[config.mk]
export PLATFORM = sky130hd
export DESIGN_NAME = cala_core
export DESIGN_NICKNAME = d
export VERILOG_FILES = /design/src/core/cala_pkg.sv /design/src/core/cala_arith.sv /design/src/core/cala_core.sv
export SDC_FILE = /design/constraint.sdc
export NUM_CORES = 1
export LEC_CHECK = 0
export BUFFER_PORTS_ARGS = -buffer_cell sky130_fd_sc_hd__buf_2
export CAP_MARGIN = 20
export CORE_ASPECT_RATIO = 0.9
export CORE_UTILIZATION = 45
export DETAILED_ROUTE_END_ITERATION = 8
export GPL_TIMING_DRIVEN = 0
export PLACE_DENSITY = 0.74
export SLEW_MARGIN = 20
export SYNTH_ARGS = -nofsm -noshare
export SYNTH_HDL_FRONTEND = slang
export SYNTH_SLANG_ARGS = --single-unit
[constraint.sdc]
create_clock -name core_clk -period 9.6 [get_ports core_clk]
set_input_delay 0.96 -clock core_clk [delete_from_list [all_inputs] [get_ports core_clk]]
set_output_delay 0.96 -clock core_clk [all_outputs]
set_load 0.01 [all_outputs]
[src/core/cala_pkg.sv]
// Shared constants and types for the 8-bit logic and arithmetic slice
package cala_pkg;

    // ****************************************************************
    // Operation kinds and operand forms
    // ****************************************************************
    localparam int KIND_W = 4;
    localparam int FORM_W = 3;

    typedef enum logic [KIND_W-1:0] {
        K_DEC   = 4'h0,
        K_DECC  = 4'h1,
        K_AND   = 4'h2,
        K_OR    = 4'h3,
        K_XOR   = 4'h4,
        K_ADD   = 4'h5,
        K_ADDC  = 4'h6,
        K_SUBR  = 4'h7,
        K_SUBRC = 4'h8,
        K_SUBF  = 4'h9,
        K_SUBFC = 4'hA
    } cala_kind_t;

    typedef enum logic [FORM_W-1:0] {
        F_ONE   = 3'h0,
        F_IMM   = 3'h1,
        F_TWO   = 3'h2,
        F_THREE = 3'h3,
        F_MEM   = 3'h4
    } cala_form_t;

    typedef enum logic [1:0] {
        S_IDLE   = 2'h0,
        S_MEMRD  = 2'h1,
        S_MEMDAT = 2'h2,
        S_EXEC   = 2'h3
    } cala_state_t;

    // ****************************************************************
    // Software port map, flag layout, reset values
    // ****************************************************************
    localparam int             SW_ADDR_W = 2;
    localparam logic [1:0]     ADR_FLAGS = 2'h0;
    localparam logic [1:0]     ADR_COPY  = 2'h1;
    localparam int             FLG_C     = 0;
    localparam int             FLG_V     = 1;
    localparam int             FLG_Z     = 2;
    localparam int             FLG_BUSY  = 3;
    localparam logic [7:0]     BYTE_RST  = 8'h00;
    localparam logic [7:0]     BYTE_FF   = 8'hFF;
    localparam logic           FLAG_RST  = 1'b0;

endpackage
[src/core/cala_arith.sv]
// Combinational 8-bit adder, subtractor and logic unit with flag logic
`timescale 1ns/100ps
module cala_arith
(
    // Operation and operands
    input  cala_pkg::cala_kind_t kind,
    input  logic [7:0]           opnd_m,
    input  logic [7:0]           opnd_s,
    input  logic                 carry_in,
    input  logic                 ovf_in,
    // Result and flags
    output logic [7:0]           res,
    output logic                 carry_out,
    output logic                 ovf_out,
    output logic                 zero_out
);
    import cala_pkg::*;

    logic [8:0] wide;
    logic       borrow_in;

    // Carry is "no borrow" for the subtract group, a decrement is m - 0 - borrow
    always_comb
    begin
        wide      = 9'h000;
        borrow_in = 1'b0;
        carry_out = carry_in;
        ovf_out   = ovf_in;
        unique case (kind)
            K_DEC, K_DECC, K_SUBR, K_SUBRC, K_SUBF, K_SUBFC:
            begin
                borrow_in = (kind == K_DEC) ? 1'b1 :
                            ((kind == K_SUBR) || (kind == K_SUBF)) ? 1'b0 : ~carry_in;
                wide      = {1'b0, opnd_m} - {1'b0, opnd_s} - {8'h00, borrow_in};
                carry_out = ~wide[8];
                ovf_out   = (opnd_m[7] ^ opnd_s[7]) & (wide[7] ^ opnd_m[7]);
            end
            K_ADD, K_ADDC:
            begin
                wide      = {1'b0, opnd_m} + {1'b0, opnd_s} + {8'h00, (kind == K_ADDC) & carry_in};
                carry_out = wide[8];
                ovf_out   = ~(opnd_m[7] ^ opnd_s[7]) & (wide[7] ^ opnd_m[7]);
            end
            K_AND: wide = {1'b0, opnd_m & opnd_s};
            K_OR:  wide = {1'b0, opnd_m | opnd_s};
            K_XOR: wide = {1'b0, opnd_m ^ opnd_s};
            default: wide = 9'h000;
        endcase
    end

    assign res      = wide[7:0];
    assign zero_out = (wide[7:0] == 8'h00);

endmodule

[src/core/cala_core.sv]
// Operation sequencer, flag register and result copy of the 8-bit ALU slice
//
// Strobed register access and the address map are this design's own decisions.
`timescale 1ns/100ps
// What this block does
// - Register decrement, carry clear on hFF
// - Memory decrement writes register and copy
// - Decrement with borrow, carry rule kept
// - Memory decrement with borrow exists too
// - AND updates zero, keeps carry, overflow
// - OR updates zero only
// - XOR updates zero only
// - Three-register uses second, third; writes first
// - Add sets carry past eight bits
// - Add with carry includes incoming carry
// - Reverse subtract immediate minus register
// - Two-register reverse is second minus first
// - Reverse with borrow subtracts one minus carry
// - Forward subtract register minus immediate
// - Three-register forward is third minus second
// - Memory forward is register minus memory
// - Forward with borrow subtracts one minus carry
// - Three-register forward borrow: third minus second
// - Dash keeps flag; u means undefined
// - Memory access and index update together
module cala_core #(
    parameter int DM_ADDR_W = 9,
    parameter int REG_IDX_W = 4
) (
    // Clock and reset
    input  logic                             core_clk,
    input  logic                             arst_n,
    // Operation request
    input  logic                             op_start,
    input  cala_pkg::cala_kind_t             op_kind,
    input  cala_pkg::cala_form_t             op_form,
    input  logic [REG_IDX_W-1:0]             op_dst,
    // Operand values
    input  logic [7:0]                       reg1_val,
    input  logic [7:0]                       reg2_val,
    input  logic [7:0]                       reg3_val,
    input  logic [7:0]                       imm_val,
    input  logic [DM_ADDR_W-1:0]             mem_addr,
    // Data memory
    output logic                             dm_rd_r,
    output logic [DM_ADDR_W-1:0]             dm_addr_r,
    input  logic [7:0]                       dm_rdata,
    output logic                             idx_upd_r,
    // Results
    output logic                             busy_r,
    output logic                             done_r,
    output logic                             rf_we_r,
    output logic [REG_IDX_W-1:0]             rf_waddr_r,
    output logic [7:0]                       rf_wdata_r,
    output logic [7:0]                       result_copy_r,
    output logic                             carry_r,
    output logic                             ovf_r,
    output logic                             zero_r,
    // Software port
    input  logic [cala_pkg::SW_ADDR_W-1:0]   sw_addr,
    input  logic [7:0]                       sw_wdata,
    input  logic                             sw_wr,
    input  logic                             sw_rd,
    output logic [7:0]                       sw_rdata_r
);
    import cala_pkg::*;

    // ****************************************************************
    // Elaboration checks
    // ****************************************************************
    if (DM_ADDR_W < 8 || DM_ADDR_W > 16)
    begin : g_bad_addr
        $error("DM_ADDR_W must lie in 8..16");
    end
    if (REG_IDX_W < 1 || REG_IDX_W > 8)
    begin : g_bad_idx
        $error("REG_IDX_W must lie in 1..8");
    end

    // ****************************************************************
    // Helpers
    // ****************************************************************
    function automatic logic is_dec(input cala_kind_t k);
        is_dec = (k == K_DEC) || (k == K_DECC);
    endfunction

    function automatic logic is_logic(input cala_kind_t k);
        is_logic = (k == K_AND) || (k == K_OR) || (k == K_XOR);
    endfunction

    // Decrements take one source only; the rest take two
    function automatic logic is_legal(input cala_kind_t k, input cala_form_t f);
        if (is_dec(k))
            is_legal = (f == F_ONE) || (f == F_TWO) || (f == F_MEM);
        else
            is_legal = (k <= K_SUBFC) && ((f == F_IMM) || (f == F_TWO) ||
                                          (f == F_THREE) || (f == F_MEM));
    endfunction

    // ****************************************************************
    // Operation latch and sequencing
    // ****************************************************************
    cala_state_t          state_r;
    cala_state_t          state_nxt;
    cala_kind_t           kind_r;
    cala_form_t           form_r;
    logic [REG_IDX_W-1:0] dst_r;
    logic [7:0]           x_r;
    logic [7:0]           y_r;
    logic [7:0]           x_nxt;
    logic [7:0]           y_nxt;
    logic                 take;
    logic                 swap;
    logic [7:0]           alu_m;
    logic [7:0]           alu_s;
    logic [7:0]           alu_res;
    logic                 alu_c;
    logic                 alu_v;
    logic                 alu_z;
    logic                 exec;

    // Requests arriving while busy or with an illegal pairing are dropped
    assign take = op_start && (state_r == S_IDLE) && is_legal(op_kind, op_form);
    assign exec = (state_r == S_EXEC);

    // First and second operand as the form presents them
    always_comb
    begin
        x_nxt = reg1_val;
        y_nxt = BYTE_RST;
        unique case (op_form)
            F_ONE:   x_nxt = reg1_val;
            F_IMM:   y_nxt = imm_val;
            F_TWO:
            begin
                x_nxt = is_dec(op_kind) ? reg2_val : reg1_val;
                y_nxt = is_dec(op_kind) ? BYTE_RST : reg2_val;
            end
            F_THREE:
            begin
                x_nxt = reg2_val;
                y_nxt = reg3_val;
            end
            F_MEM:   x_nxt = reg1_val;
            default: x_nxt = reg1_val;
        endcase
    end

    // Next state of the sequencer
    always_comb
    begin
        state_nxt = state_r;
        unique case (state_r)
            S_IDLE:   if (take) state_nxt = (op_form == F_MEM) ? S_MEMRD : S_EXEC;
            S_MEMRD:  state_nxt = S_MEMDAT;
            S_MEMDAT: state_nxt = S_EXEC;
            S_EXEC:   state_nxt = S_IDLE;
        endcase
    end

    // State, busy and the latched operation
    always_ff @(posedge core_clk or negedge arst_n)
    begin
        if (!arst_n)
        begin
            state_r <= S_IDLE;
            busy_r  <= 1'b0;
            kind_r  <= K_DEC;
            form_r  <= F_ONE;
            dst_r   <= '0;
            x_r     <= BYTE_RST;
            y_r     <= BYTE_RST;
        end
        else
        begin
            state_r <= state_nxt;
            busy_r  <= (state_nxt != S_IDLE);
            if (take)
            begin
                kind_r <= op_kind;
                form_r <= op_form;
                dst_r  <= op_dst;
                x_r    <= x_nxt;
                y_r    <= y_nxt;
            end
            else if (state_r == S_MEMDAT)
            begin
                if (is_dec(kind_r))
                    x_r <= dm_rdata;
                else
                    y_r <= dm_rdata;
            end
        end
    end

    // ****************************************************************
    // Data memory access
    // ****************************************************************
    // read and index update together
    always_ff @(posedge core_clk or negedge arst_n)
    begin
        if (!arst_n)
        begin
            dm_rd_r   <= 1'b0;
            idx_upd_r <= 1'b0;
            dm_addr_r <= '0;
        end
        else
        begin
            dm_rd_r   <= take && (op_form == F_MEM);
            idx_upd_r <= take && (op_form == F_MEM);
            if (take && (op_form == F_MEM))
                dm_addr_r <= mem_addr;
        end
    end

    // ****************************************************************
    // Arithmetic unit
    // ****************************************************************
    // operand order; three-register flips it
    assign swap  = ((kind_r == K_SUBR) || (kind_r == K_SUBRC)) ^ (form_r == F_THREE)
                   & ((kind_r >= K_SUBR) && (kind_r <= K_SUBFC));
    assign alu_m = swap ? y_r : x_r;
    assign alu_s = swap ? x_r : y_r;

    cala_arith u_arith (
        .kind      (kind_r),
        .opnd_m    (alu_m),
        .opnd_s    (alu_s),
        .carry_in  (carry_r),
        .ovf_in    (ovf_r),
        .res       (alu_res),
        .carry_out (alu_c),
        .ovf_out   (alu_v),
        .zero_out  (alu_z)
    );

    // ****************************************************************
    // Result write and flags
    // ****************************************************************
    // result to register and copy
    always_ff @(posedge core_clk or negedge arst_n)
    begin
        if (!arst_n)
        begin
            done_r        <= 1'b0;
            rf_we_r       <= 1'b0;
            rf_waddr_r    <= '0;
            rf_wdata_r    <= BYTE_RST;
            result_copy_r <= BYTE_RST;
        end
        else
        begin
            done_r  <= exec;
            rf_we_r <= exec;
            if (exec)
            begin
                rf_waddr_r    <= dst_r;
                rf_wdata_r    <= alu_res;
                result_copy_r <= alu_res;
            end
        end
    end

    // Operation update wins over a software write in the same cycle
    always_ff @(posedge core_clk or negedge arst_n)
    begin
        if (!arst_n)
        begin
            carry_r <= FLAG_RST;
            ovf_r   <= FLAG_RST;
            zero_r  <= FLAG_RST;
        end
        else if (exec)
        begin
            carry_r <= alu_c;
            ovf_r   <= alu_v;
            zero_r  <= alu_z;
        end
        else if (sw_wr && (sw_addr == ADR_FLAGS))
        begin
            carry_r <= sw_wdata[FLG_C];
            ovf_r   <= sw_wdata[FLG_V];
            zero_r  <= sw_wdata[FLG_Z];
        end
    end

    // ****************************************************************
    // Software read port
    // ****************************************************************
    // Unmapped addresses read zero
    always_ff @(posedge core_clk or negedge arst_n)
    begin
        if (!arst_n)
            sw_rdata_r <= BYTE_RST;
        else if (sw_rd)
        begin
            sw_rdata_r <= BYTE_RST;
            if (sw_addr == ADR_FLAGS)
            begin
                sw_rdata_r[FLG_C]    <= carry_r;
                sw_rdata_r[FLG_V]    <= ovf_r;
                sw_rdata_r[FLG_Z]    <= zero_r;
                sw_rdata_r[FLG_BUSY] <= busy_r;
            end
            else if (sw_addr == ADR_COPY)
                sw_rdata_r <= result_copy_r;
        end
        else
            sw_rdata_r <= BYTE_RST;
    end
endmodule

==> impl_metrics.py, run 1 <==
metrics = {
    "run_status": {
        "status": "finished clean",
    },
    "power": {
        "irDropWorstVdd_mv": 0.1375,
        "power.net_switching_w": 0.001009,
        "share_seq_of_total_power_pct": 22.8,
        "report.power.total_w": 0.002131,
        "power_density_nw_per_um2": 400.8,
        "power_switching_share_pct": 47.34,
        "clkPwrFrac_pct": 9.9,
        "p_comb_share_pct": 67.4,
        "static-leakage-power_nw": 2.683,
        "p_int_w": 0.001122,
    },
    "synthesis": {
        "synth.top_cells.by_area": "sky130_fd_sc_hd__dfrtp_1, sky130_fd_sc_hd__mux2i_1, sky130_fd_sc_hd__ha_1",
        "asyncSetResetFlopFracSynth_pct": 100.0,
        "seq_area_frac_synth_pct": 36.23,
        "ys.warnings.count": 0,
        "netlist.area_leader.share_pct": 36.23,
        "synth.net_count": 598,
        "ys_ff_latch": 64,
        "syn-mean-instance-area_sq_um": 8.967,
        "synth_ff_type": "sky130_fd_sc_hd__dfrtp_1",
        "post-synth-top-area-cell": "sky130_fd_sc_hd__dfrtp_1",
        "yosysMostFrequentCell": "sky130_fd_sc_hd__dfrtp_1",
        "syn-cell-area_sq_um": 4420,
        "synthesis.instances": 493,
        "post_synth_most_frequent_cells": "sky130_fd_sc_hd__dfrtp_1, sky130_fd_sc_hd__nor2_1, sky130_fd_sc_hd__nand2_1",
        "synth-edff-count": 0,
        "yosys.cell_types.count": 60,
    },
    "setup_path": {
        "timing.critical_path.max_delay_family": "compound AO/OA/AOI/OAI gates",
        "crit_chain": "buf_4 -> and4bb_1 -> mux2i_1 -> o31ai_4 -> buf_2 -> clkbuf_1 -> o21ai_0 -> fa_1 -> inv_1 -> fa_1 -> o21a_1 -> or4_1 -> a31o_2 -> a21oi_1 -> xnor2_1 -> a22oi_1 -> mux2i_1 -> a21oi_1",
        "critical-path-max-stage-delay_ps": 450,
        "startpoint_type": "flip-flop",
        "crit_buf_inv": 4,
        "critical_path.slowest_cell": "sky130_fd_sc_hd__fa_1",
        "worstSetupPathType": "flip-flop to flip-flop",
        "critical_path_required_ps": 9870,
        "crit_path_end_kind": "flip-flop",
        "critical_path_fanout_max": 10,
        "worstPathArrival_ps": 4750,
    },
    "timing": {
        "setup_repair_after_global_routing_missed_its_margin": "false",
        "final-setup-viol-count": 0,
        "setup_total_negative_slack_ps": 0,
        "max-slew-margin-rel_pct": 35.78,
        "worst-slew-pin-transition_ps": 957.5,
        "setup_ws_ps": 5118,
        "final-hold-violation-count": 0,
        "clock-skew-final_ps": 7.828,
        "period_minus_slack_ps": 4482,
        "maxSlewViolCount": 0,
        "fmax_mhz": 223.1,
        "final.period_utilization_pct": 46.69,
    },
    "finish": {
        "n_fill_cell": 845,
        "fin_nets": 721,
        "multi_input_comb_area_sq_um": 2547,
        "syn_to_final_growth_pct": 20.29,
        "antenna-diode-count": 0,
        "drive_gt1_share_pct": 27.54,
        "area.sequential_sq_um": 1602,
    },
    "clocking": {
        "cts_tree": "built",
        "post_cts.resized_instances": 0,
        "postCtsHoldBufs": 0,
        "cts_root_buf": "sky130_fd_sc_hd__clkbuf_8",
        "cts-htree-levels": 3,
        "cts_buffers": 9,
        "clkLatencyLatePin_ps": 350,
        "cts_max_path_buffers": 2,
        "tritoncts_num_sinks": 64,
        "cts_setup_buffers": 0,
        "clk_pin_slew_ps": 70,
    },
    "drt": {
        "routed_wl_per_cell_um": 14.74,
        "avgViaCountPerCell": 5.459,
        "dr.first_iter.drc_count": 217,
        "drt_pre_antenna_iters": 7,
        "route.detailed.drc": 0,
        "postRouteAntennaNets": 0,
        "post_detailed_routing_wire_length_um": 10950,
        "vias": 4056,
    },
    "grt": {
        "grt_max_degree": 65,
        "grt_first_pass_wirelength_um": 18130,
        "initial_antenna_violation_count": 0,
        "grt.overflow.total": 0,
        "groute.usage.overall_pct": 22.58,
        "grt_pass1_vias": 3867,
    },
    "die": {
        "floorplan.rows": 33,
        "starting_density_of_the_core_pct": 47.37,
        "die_height_um": 96.03,
        "core_area_sq_um": 9331,
        "num_io_pins": 120,
        "die_area_sq_um": 10220,
        "die_x_um": 106.5,
    },
    "place": {
        "buffer_ports.inserted": 112,
        "globalplace.congestion": 0.8596,
        "dp_hpwl_um": 8587,
        "dpl_worst_slack_ps": 5125,
    },
    "hold_path": {
        "hold_class": "flip-flop to flip-flop",
    },
    "run": {
        "timing.max_cap.violations": 0,
    },
}
## final cells by class
type                       count  area share (%)
tap                          122           2.871
buffer                        33           3.271
timing repair buffer         112           10.59
clock buffer                  10           2.588
clock inverter                 6          0.8235
sequential                    64           30.12
inverter                      26           1.835
multi-input combinational    370           47.91
## cells by family (layout without fill, tap and decap cells)
kind of cell | count (synthesis) | count (layout) | synth area share [%]
compound gates | 119 | 119 | 17.55
xor+xnor | 10 | 10 | 1.981
flops | 64 | 64 | 36.23
fa+ha+maj | 30 | 30 | 9.171
buf+inv | 59 | 187 | 6.142
mux | 51 | 51 | 11.94
simple gates | 160 | 160 | 16.98
## path summary, 6_finish.rpt
| path | from | endpoint | slack, ps | depth (start not counted) |
|---|---|---|---|---|
| max | kind_r[0] | carry_r | 5120 | 18 |
| min | form_r[2] | form_r[2] | 480 | 1 |
| max reg2reg | kind_r[0] | carry_r | 5120 | 18 |
| min reg2reg | form_r[2] | form_r[2] | 480 | 1 |
| max in group asynchronous | arst_n | y_r[7] | 8390 | 1 |
| min in group asynchronous | arst_n | rf_waddr_r[1] | 690 | 1 |
## per-stage QoR
| stage | utilization [%] | std cells | area, sq um | hold slack (ps) |
|---|---|---|---|---|
| after global routing | 56.99 | 743 | 5318 | 496.9 |
| final | 56.99 | 743 | 5318 | 475.7 |
| after floorplan | - | 493 | 4420 | 440.1 |
| after global placement | 55.01 | 727 | 5134 | 454.2 |
| after detailed placement | 55.04 | 727 | 5136 | 461.3 |
| after CTS | 56.99 | 743 | 5318 | 479.5 |
## power by group through the flow
| stage | sequential (W) | clock, W | combinational, W |
|---|---|---|---|
| floorplan | 0.000487 | 0 | 0.00107 |
| global placement | 0.000479 | 0 | 0.00139 |
| detailed placement | 0.000489 | 0 | 0.00142 |
| CTS | 0.000484 | 0.000216 | 0.00143 |
| global route | 0.000501 | 0.000228 | 0.00161 |
| finish | 0.000485 | 0.000210 | 0.00144 |
## worst register-to-register path, delay by kind of cell, from the launching register on
kind / cells / cell delay, ps
AO/OA/AOI/OAI: 7 / 1470
adder cells (fa/ha/maj): 2 / 670
buffers and inverters: 4 / 720
flip-flops: 1 / 440
AND/OR/NAND/NOR: 2 / 660
multiplexers: 2 / 350
XOR/XNOR: 1 / 90
## metal layers
layer	track usage, %	vias up	wire [um]
met5	0	-	0
met3	3.047	17	691
met2	38.04	169	5056
li1	-	1973	-
met1	29.99	1897	5049
met4	8.105	0	155
## registers in the layout, indices dropped and copies added (netlist names)
name           cells
state_r            2
result_copy_r      8
zero_r             1
idx_upd_r          1
rf_we_r            1
rf_waddr_r         4
carry_r            1
y_r                8
x_r                8
dst_r              4
form_r             3
sw_rdata_r         8
ovf_r              1
busy_r             1
dm_addr_r          9
kind_r             4
## cell usage in the layout (no fill, tap or decap), drive strengths merged, types with 4 or more instances in the layout
master    instances
a211oi            8
a21o              5
a21oi            48
a221oi            4
and3              4
buf             129
clkbuf           26
clkinvlp          4
dfrtp            64
fa                4
ha               26
inv              27
mux2             14
mux2i            37
nand2            54
nand2b            7
nand3             5
nor2             56
nor2b             5
nor3              7
o211ai            5
o21a              4
o21ai            17
o22ai             8
or2               8
xnor2             9
Power figures use the tool's default switching activity.
==> run 2, diff against run 1 <==
--- a/config.mk
+++ b/config.mk
@@ -11,7 +11,7 @@
 export CORE_UTILIZATION = 45
 export DETAILED_ROUTE_END_ITERATION = 8
 export GPL_TIMING_DRIVEN = 0
-export PLACE_DENSITY = 0.74
+export PLACE_DENSITY = 0.77
 export SLEW_MARGIN = 20
 export SYNTH_ARGS = -nofsm -noshare
 export SYNTH_HDL_FRONTEND = slang
==> constraint.sdc (replaced) <==
create_clock -name core_clk -period 3.7 [get_ports core_clk]
set_input_delay 0.37 -clock core_clk [delete_from_list [all_inputs] [get_ports core_clk]]
set_output_delay 0.37 -clock core_clk [all_outputs]
set_load 0.01 [all_outputs]
==> run 2 against run 1 <==
Compared with the run above:
- the flow now finishes with violations (setup timing)
- register-to-register slack worse by 5200 ps
- power rose to 3.0 times the previous value
- core utilization increased by 3.5 points
- fmax increased by 17%
- clock power grew to 3.2 times the previous value
- setup slack got worse by 5200 ps
- sequential cell count unchanged
- global-route usage is 1.2 points higher
==> impl_metrics.py, run 2 (same netlist as run 1, synthesis figures left out) <==
metrics = {
    "drt": {
        "post_detailed_routing_wire_length_um": 11640,
        "vias": 4170,
        "dr.first_iter.drc_count": 310,
        "avgViaCountPerCell": 5.494,
        "drt_pre_antenna_iters": 5,
        "postRouteAntennaNets": 0,
        "route.detailed.drc": 0,
        "routed_wl_per_cell_um": 15.33,
    },
    "timing": {
        "period_minus_slack_ps": 3829,
        "clock-skew-final_ps": 7.773,
        "max-slew-margin-rel_pct": 35.01,
        "maxSlewViolCount": 0,
        "final-setup-viol-count": 3,
        "setup_total_negative_slack_ps": -287.1,
        "fmax_mhz": 261.1,
        "setup_repair_after_global_routing_missed_its_margin": "true",
        "final.period_utilization_pct": 103.5,
        "final-hold-violation-count": 0,
        "worst-slew-pin-transition_ps": 969.0,
        "setup_ws_ps": -129.3,
    },
    "grt": {
        "initial_antenna_violation_count": 0,
        "groute.usage.overall_pct": 23.75,
        "grt_max_degree": 65,
        "grt.overflow.total": 0,
        "grt_pass1_vias": 4050,
        "grt_first_pass_wirelength_um": 19010,
    },
    "run_status": {
        "status": "complete, but fails checks",
        "violations_in_the_final_reports": "setup timing",
    },
    "clocking": {
        "cts_buffers": 9,
        "cts_root_buf": "sky130_fd_sc_hd__clkbuf_8",
        "clkLatencyLatePin_ps": 340,
        "cts_max_path_buffers": 2,
        "tritoncts_num_sinks": 64,
        "cts-htree-levels": 3,
        "cts_tree": "built",
        "clk_pin_slew_ps": 70,
        "postCtsHoldBufs": 0,
    },
    "setup_path": {
        "critical_path.slowest_cell": "sky130_fd_sc_hd__or4_4",
        "critical_path_required_ps": 3920,
        "startpoint_type": "flip-flop",
        "crit_chain": "buf_4 -> and4b_1 -> mux2i_2 -> o31ai_4 -> buf_6 -> clkbuf_16 -> buf_4 -> nor2_1 -> a21oi_2 -> fa_2 -> o21a_1 -> or4_4 -> a31o_4 -> a21oi_2 -> xnor2_1 -> a22oi_2 -> mux2i_1 -> a21oi_1",
        "critical_path_fanout_max": 6,
        "worstPathArrival_ps": 4050,
        "crit_buf_inv": 4,
        "timing.critical_path.max_delay_family": "compound AO/OA/AOI/OAI gates",
        "crit_path_end_kind": "flip-flop",
        "critical-path-max-stage-delay_ps": 430,
        "worstSetupPathType": "flip-flop to flip-flop",
    },
    "power": {
        "static-leakage-power_nw": 2.842,
        "power_density_nw_per_um2": 1120,
        "irDropWorstVdd_mv": 0.4822,
    },
    "place": {
        "globalplace.congestion": 0.8922,
        "buffer_ports.inserted": 112,
        "dp_hpwl_um": 8528,
        "placed_cells_incl_taps": 727,
    },
    "finish": {
        "largest_register_ffs": 9,
        "n_fill_cell": 809,
        "most_frequent_cells_in_the_layout": "sky130_fd_sc_hd__buf_2, sky130_fd_sc_hd__dfrtp_1, sky130_fd_sc_hd__nor2_1",
        "antenna-diode-count": 0,
        "layout.cells.most_common": "sky130_fd_sc_hd__buf_2",
        "fin_cells": 759,
        "drive_gt1_share_pct": 32.34,
        "fin_nets": 738,
        "syn_to_final_growth_pct": 27.77,
        "max_flop_register": "dm_addr_r",
        "final_core_util_pct": 60.53,
    },
    "run": {
        "timing.max_cap.violations": 0,
    },
    "die": {
        "starting_density_of_the_core_pct": 47.37,
        "die_area_sq_um": 10220,
        "core_area_sq_um": 9331,
        "die_height_um": 96.03,
        "num_io_pins": 120,
        "die_x_um": 106.5,
        "floorplan.rows": 33,
    },
    "hold_path": {
        "hold_class": "input pin to asynchronous set/reset pin",
    },
}
run 2: report_power, final:
| group | total, W | switching [W] | internal, W |
|---|---|---|---|
| logic | 0.00439 | 0.00236 | 0.00203 |
| clock network | 0.000678 | 0.000266 | 0.000412 |
| registers | 0.00126 | 0.000258 | 0.00100 |
| total | 0.00633 | 0.00288 | 0.00345 |
run 2: per-layer routing:
metal  global-route usage, %  part of all wire [%]
met4                   9.247                   2.0
met1                   30.46                    45
met5                       0                     0
met2                   39.94                    47
met3                   4.604                   6.7
run 2: area by class of cell:
type	instances	area, sq um	share of cell area (%)
inverter	26	97.59	1.728
clock inverter	3	65.06	1.152
timing repair buffer	129	690.7	12.23
buffer	33	222.7	3.943
sequential	64	1603	28.38
clock buffer	12	155.1	2.747
tap	122	152.6	2.703
multi-input combinational	370	2661	47.12
run 2: worst paths after layout:
path	start	end	slack, ps	depth (start not counted)
setup / recovery	kind_r[1]	carry_r	-130	18
hold / removal	arst_n	dst_r[0]	110	1
setup reg to reg	kind_r[1]	carry_r	-130	18
hold reg to reg	dst_r[0]	dst_r[0]	470	2
max in group asynchronous	arst_n	kind_r[0]	3030	1
min in group core_clk	op_dst[2]	dst_r[2]	220	3
run 2: what timing repair did:
item	in CTS	in global routing
endpoints found under the setup margin	4	5
pin swaps	10	3
buffers inserted	15	2
gates resized for setup	19	10
cloned	0	0
run 2: worst reg2reg max path, cell delays in order (launching register included):
cell	delay, ps
sky130_fd_sc_hd__dfrtp_1	390
sky130_fd_sc_hd__buf_4	150
sky130_fd_sc_hd__and4b_1	220
sky130_fd_sc_hd__mux2i_2	230
sky130_fd_sc_hd__o31ai_4	140
sky130_fd_sc_hd__buf_6	150
sky130_fd_sc_hd__clkbuf_16	160
sky130_fd_sc_hd__buf_4	150
sky130_fd_sc_hd__nor2_1	150
sky130_fd_sc_hd__a21oi_2	80
sky130_fd_sc_hd__fa_2	400
sky130_fd_sc_hd__o21a_1	190
sky130_fd_sc_hd__or4_4	430
sky130_fd_sc_hd__a31o_4	240
sky130_fd_sc_hd__a21oi_2	130
sky130_fd_sc_hd__xnor2_1	140
sky130_fd_sc_hd__a22oi_2	120
sky130_fd_sc_hd__mux2i_1	170
sky130_fd_sc_hd__a21oi_1	80
run 2: stage by stage:
stage          setup slack, ps  instance area (sq um)  hold slack (ps)  power (W)
2_1_floorplan            7.151                   4448            74.41   0.004083
3_3_place_gp            -359.2                   5161            454.0   0.004845
4_1_cts                 -115.3                   5590            137.7   0.006082
5_1_grt                 -244.0                   5648            180.3   0.006832
3_5_place_dp            -467.2                   5164            462.3   0.005022
6_report                -129.3                   5648            114.5   0.006328
==> run 3, diff against run 2 <==
--- a/config.mk
+++ b/config.mk
@@ -6,12 +6,12 @@
 export NUM_CORES = 1
 export LEC_CHECK = 0
 export BUFFER_PORTS_ARGS = -buffer_cell sky130_fd_sc_hd__buf_2
-export CAP_MARGIN = 20
 export CORE_ASPECT_RATIO = 0.9
-export CORE_UTILIZATION = 45
+export CORE_UTILIZATION = 48
 export DETAILED_ROUTE_END_ITERATION = 8
 export GPL_TIMING_DRIVEN = 0
-export PLACE_DENSITY = 0.77
+export PLACE_DENSITY = 0.81
+export SKIP_LAST_GASP = 1
 export SLEW_MARGIN = 20
 export SYNTH_ARGS = -nofsm -noshare
 export SYNTH_HDL_FRONTEND = slang
==> run 3 against run 2 <==
Compared with the run above:
- the flow still finishes with violations (setup timing)
- fmax rose by 0.18%
- sequential power barely moved
- core utilization rose by 3.7 points
- sequential share of layout area rose by 0.12 points
- non-clock buffer count fell by 7
- sequential cell count did not move
- critical path depth rose by 1
- power rose by 1.1%
- first-iteration DRC count fell by 3.2%
- die area fell by 6.1%
- critical endpoint is now zero_r
- largest cell class unchanged
- largest power group unchanged
- highest routed layer unchanged
==> impl_metrics.py, run 3 (same netlist as run 1, synthesis figures left out) <==
metrics = {
    "finish": {
        "largest_register_ffs": 9,
        "antenna-diode-count": 0,
        "area.sequential_sq_um": 1604,
        "most_frequent_cells_in_the_layout": "sky130_fd_sc_hd__buf_2, sky130_fd_sc_hd__dfrtp_1, sky130_fd_sc_hd__nor2_1",
        "drive_gt1_share_pct": 32.01,
        "fin_nets": 731,
        "layout.cells.most_common": "sky130_fd_sc_hd__buf_2",
        "multi_input_comb_area_sq_um": 2666,
        "max_flop_register": "dm_addr_r",
        "n_fill_cell": 734,
        "syn_to_final_growth_pct": 27.34,
    },
    "die": {
        "floorplan.rows": 32,
        "core_area_sq_um": 8768,
        "die_x_um": 103.2,
        "die_height_um": 93.04,
        "starting_density_of_the_core_pct": 50.41,
        "num_io_pins": 120,
        "die_area_sq_um": 9598,
    },
    "run_status": {
        "status": "complete, but fails checks",
        "violations_in_the_final_reports": "setup timing",
    },
    "power": {
        "power_density_nw_per_um2": 1136,
        "report.power.total_w": 0.006395,
        "irDropWorstVdd_mv": 0.4633,
        "static-leakage-power_nw": 2.821,
    },
    "drt": {
        "dr.first_iter.drc_count": 300,
        "drt_pre_antenna_iters": 5,
        "routed_wl_per_cell_um": 15.14,
        "postRouteAntennaNets": 0,
        "avgViaCountPerCell": 5.557,
        "vias": 4168,
        "route.detailed.drc": 0,
        "post_detailed_routing_wire_length_um": 11360,
    },
    "setup_path": {
        "worstSetupPathType": "flip-flop to flip-flop",
        "crit_chain": "buf_4 -> and4b_1 -> mux2i_4 -> o31ai_4 -> buf_6 -> clkbuf_16 -> nor2_4 -> a21oi_4 -> fa_2 -> inv_2 -> fa_2 -> o21a_1 -> or4_4 -> buf_6 -> nand2_4 -> xnor2_2 -> a221oi_2 -> and4_1 -> a31o_1",
        "startpoint_type": "flip-flop",
        "crit_path_end_kind": "flip-flop",
        "critical_path.slowest_cell": "sky130_fd_sc_hd__or4_4",
        "timing.critical_path.max_delay_family": "simple AND/OR/NAND/NOR gates",
        "critical-path-max-stage-delay_ps": 440,
        "critical_path_required_ps": 3980,
        "critical_path_fanout_max": 10,
        "crit_buf_inv": 5,
        "worstPathArrival_ps": 4100,
    },
    "clocking": {
        "tritoncts_num_sinks": 64,
        "cts-htree-levels": 3,
        "cts_max_path_buffers": 2,
        "cts_buffers": 9,
        "cts_root_buf": "sky130_fd_sc_hd__clkbuf_8",
        "cts_tree": "built",
        "clkLatencyLatePin_ps": 350,
        "clk_pin_slew_ps": 70,
    },
    "grt": {
        "initial_antenna_violation_count": 0,
        "grt_first_pass_wirelength_um": 18540,
        "groute.usage.overall_pct": 24.93,
        "grt_pass1_vias": 3963,
        "grt_max_degree": 65,
        "grt.overflow.total": 0,
    },
    "hold_path": {
        "hold_class": "input pin to asynchronous set/reset pin",
    },
    "timing": {
        "setup_ws_ps": -122.6,
        "period_minus_slack_ps": 3823,
        "worst-slew-pin-transition_ps": 956.6,
        "setup_repair_after_global_routing_missed_its_margin": "true",
        "final-setup-viol-count": 3,
        "final-hold-violation-count": 0,
        "max-slew-margin-rel_pct": 35.84,
        "final.period_utilization_pct": 103.3,
        "maxSlewViolCount": 0,
        "fmax_mhz": 261.6,
        "clock-skew-final_ps": 13.75,
    },
    "place": {
        "globalplace.congestion": 0.9191,
        "buffer_ports.inserted": 112,
        "dp_hpwl_um": 8487,
        "dpl_worst_slack_ps": -476.2,
    },
    "run": {
        "timing.max_cap.violations": 0,
    },
}
==> run 3: stage by stage <==
| step | setup TNS (ps) | cells | hold slack [ps] | area (sq um) | utilization, % |
|---|---|---|---|---|---|
| after floorplan | 0 | 493 | 74.41 | 4448 | - |
| after global placement | -710.2 | 724 | 454.6 | 5157 | 58.82 |
| after detailed placement | -1069 | 724 | 465.0 | 5160 | 58.85 |
| after CTS | -282.0 | 749 | 132.2 | 5577 | 63.60 |
| after global routing | -771.3 | 750 | 183.3 | 5629 | 64.20 |
| final | -248.6 | 750 | 104.4 | 5629 | 64.20 |
==> run 3: power breakdown <==
part | internal, W | total [W] | leakage, nW | switching [W]
Combinational | 0.00202 | 0.00438 | 1.90 | 0.00236
Sequential | 0.00100 | 0.00126 | 0.795 | 0.000256
Clock | 0.000469 | 0.000755 | 0.123 | 0.000286
Total | 0.00349 | 0.00640 | 2.82 | 0.00290
==> run 3: final cells by class <==
class	instances	share of cell area, %
inverter	26	1.734
buffer	33	3.801
sequential	64	28.50
tap	119	2.645
clock inverter	6	2.045
clock buffer	10	2.445
multi-input combinational	370	47.37
timing repair buffer	122	11.47
==> run 3: repair_timing <==
item / 4_1_cts / 5_1_grt
pin swaps: 15 / 5
gates resized for setup: 20 / 11
endpoints found under the setup margin: 5 / 5
hold buffers: 0 / 0
buffers inserted: 9 / 1
==> run 3: path summary, 6_finish.rpt <==
check	from	end	slack (ps)	depth (start not counted)
worst min register to register	dst_r[3]	dst_r[3]	480	2
max in group asynchronous	arst_n	kind_r[1]	3030	1
worst max-delay path	kind_r[3]	zero_r	-120	19
min in group core_clk	op_dst[2]	dst_r[2]	210	3
worst max register to register	kind_r[3]	zero_r	-120	19
worst min-delay path	arst_n	dst_r[2]	100	1
==> run 3: worst register-to-register path, stage by stage, from the launching register on <==
cell and delay, ps:
sky130_fd_sc_hd__dfrtp_1 390, sky130_fd_sc_hd__buf_4 170, sky130_fd_sc_hd__and4b_1 360, sky130_fd_sc_hd__mux2i_4 110, sky130_fd_sc_hd__o31ai_4 90, sky130_fd_sc_hd__buf_6 150, sky130_fd_sc_hd__clkbuf_16 150, sky130_fd_sc_hd__nor2_4 40
sky130_fd_sc_hd__a21oi_4 110, sky130_fd_sc_hd__fa_2 210, sky130_fd_sc_hd__inv_2 50, sky130_fd_sc_hd__fa_2 340, sky130_fd_sc_hd__o21a_1 200, sky130_fd_sc_hd__or4_4 440, sky130_fd_sc_hd__buf_6 140, sky130_fd_sc_hd__nand2_4 50
sky130_fd_sc_hd__xnor2_2 70, sky130_fd_sc_hd__a221oi_2 300, sky130_fd_sc_hd__and4_1 230, sky130_fd_sc_hd__a31o_1 150
==> run 3: per-layer routing <==
| metal | part of all wire, % | track usage [%] |
|---|---|---|
| met4 | 1.5 | 9.038 |
| met1 | 44 | 32.44 |
| met2 | 48 | 42.06 |
| met3 | 6.9 | 3.438 |
| met5 | 0 | 0 |
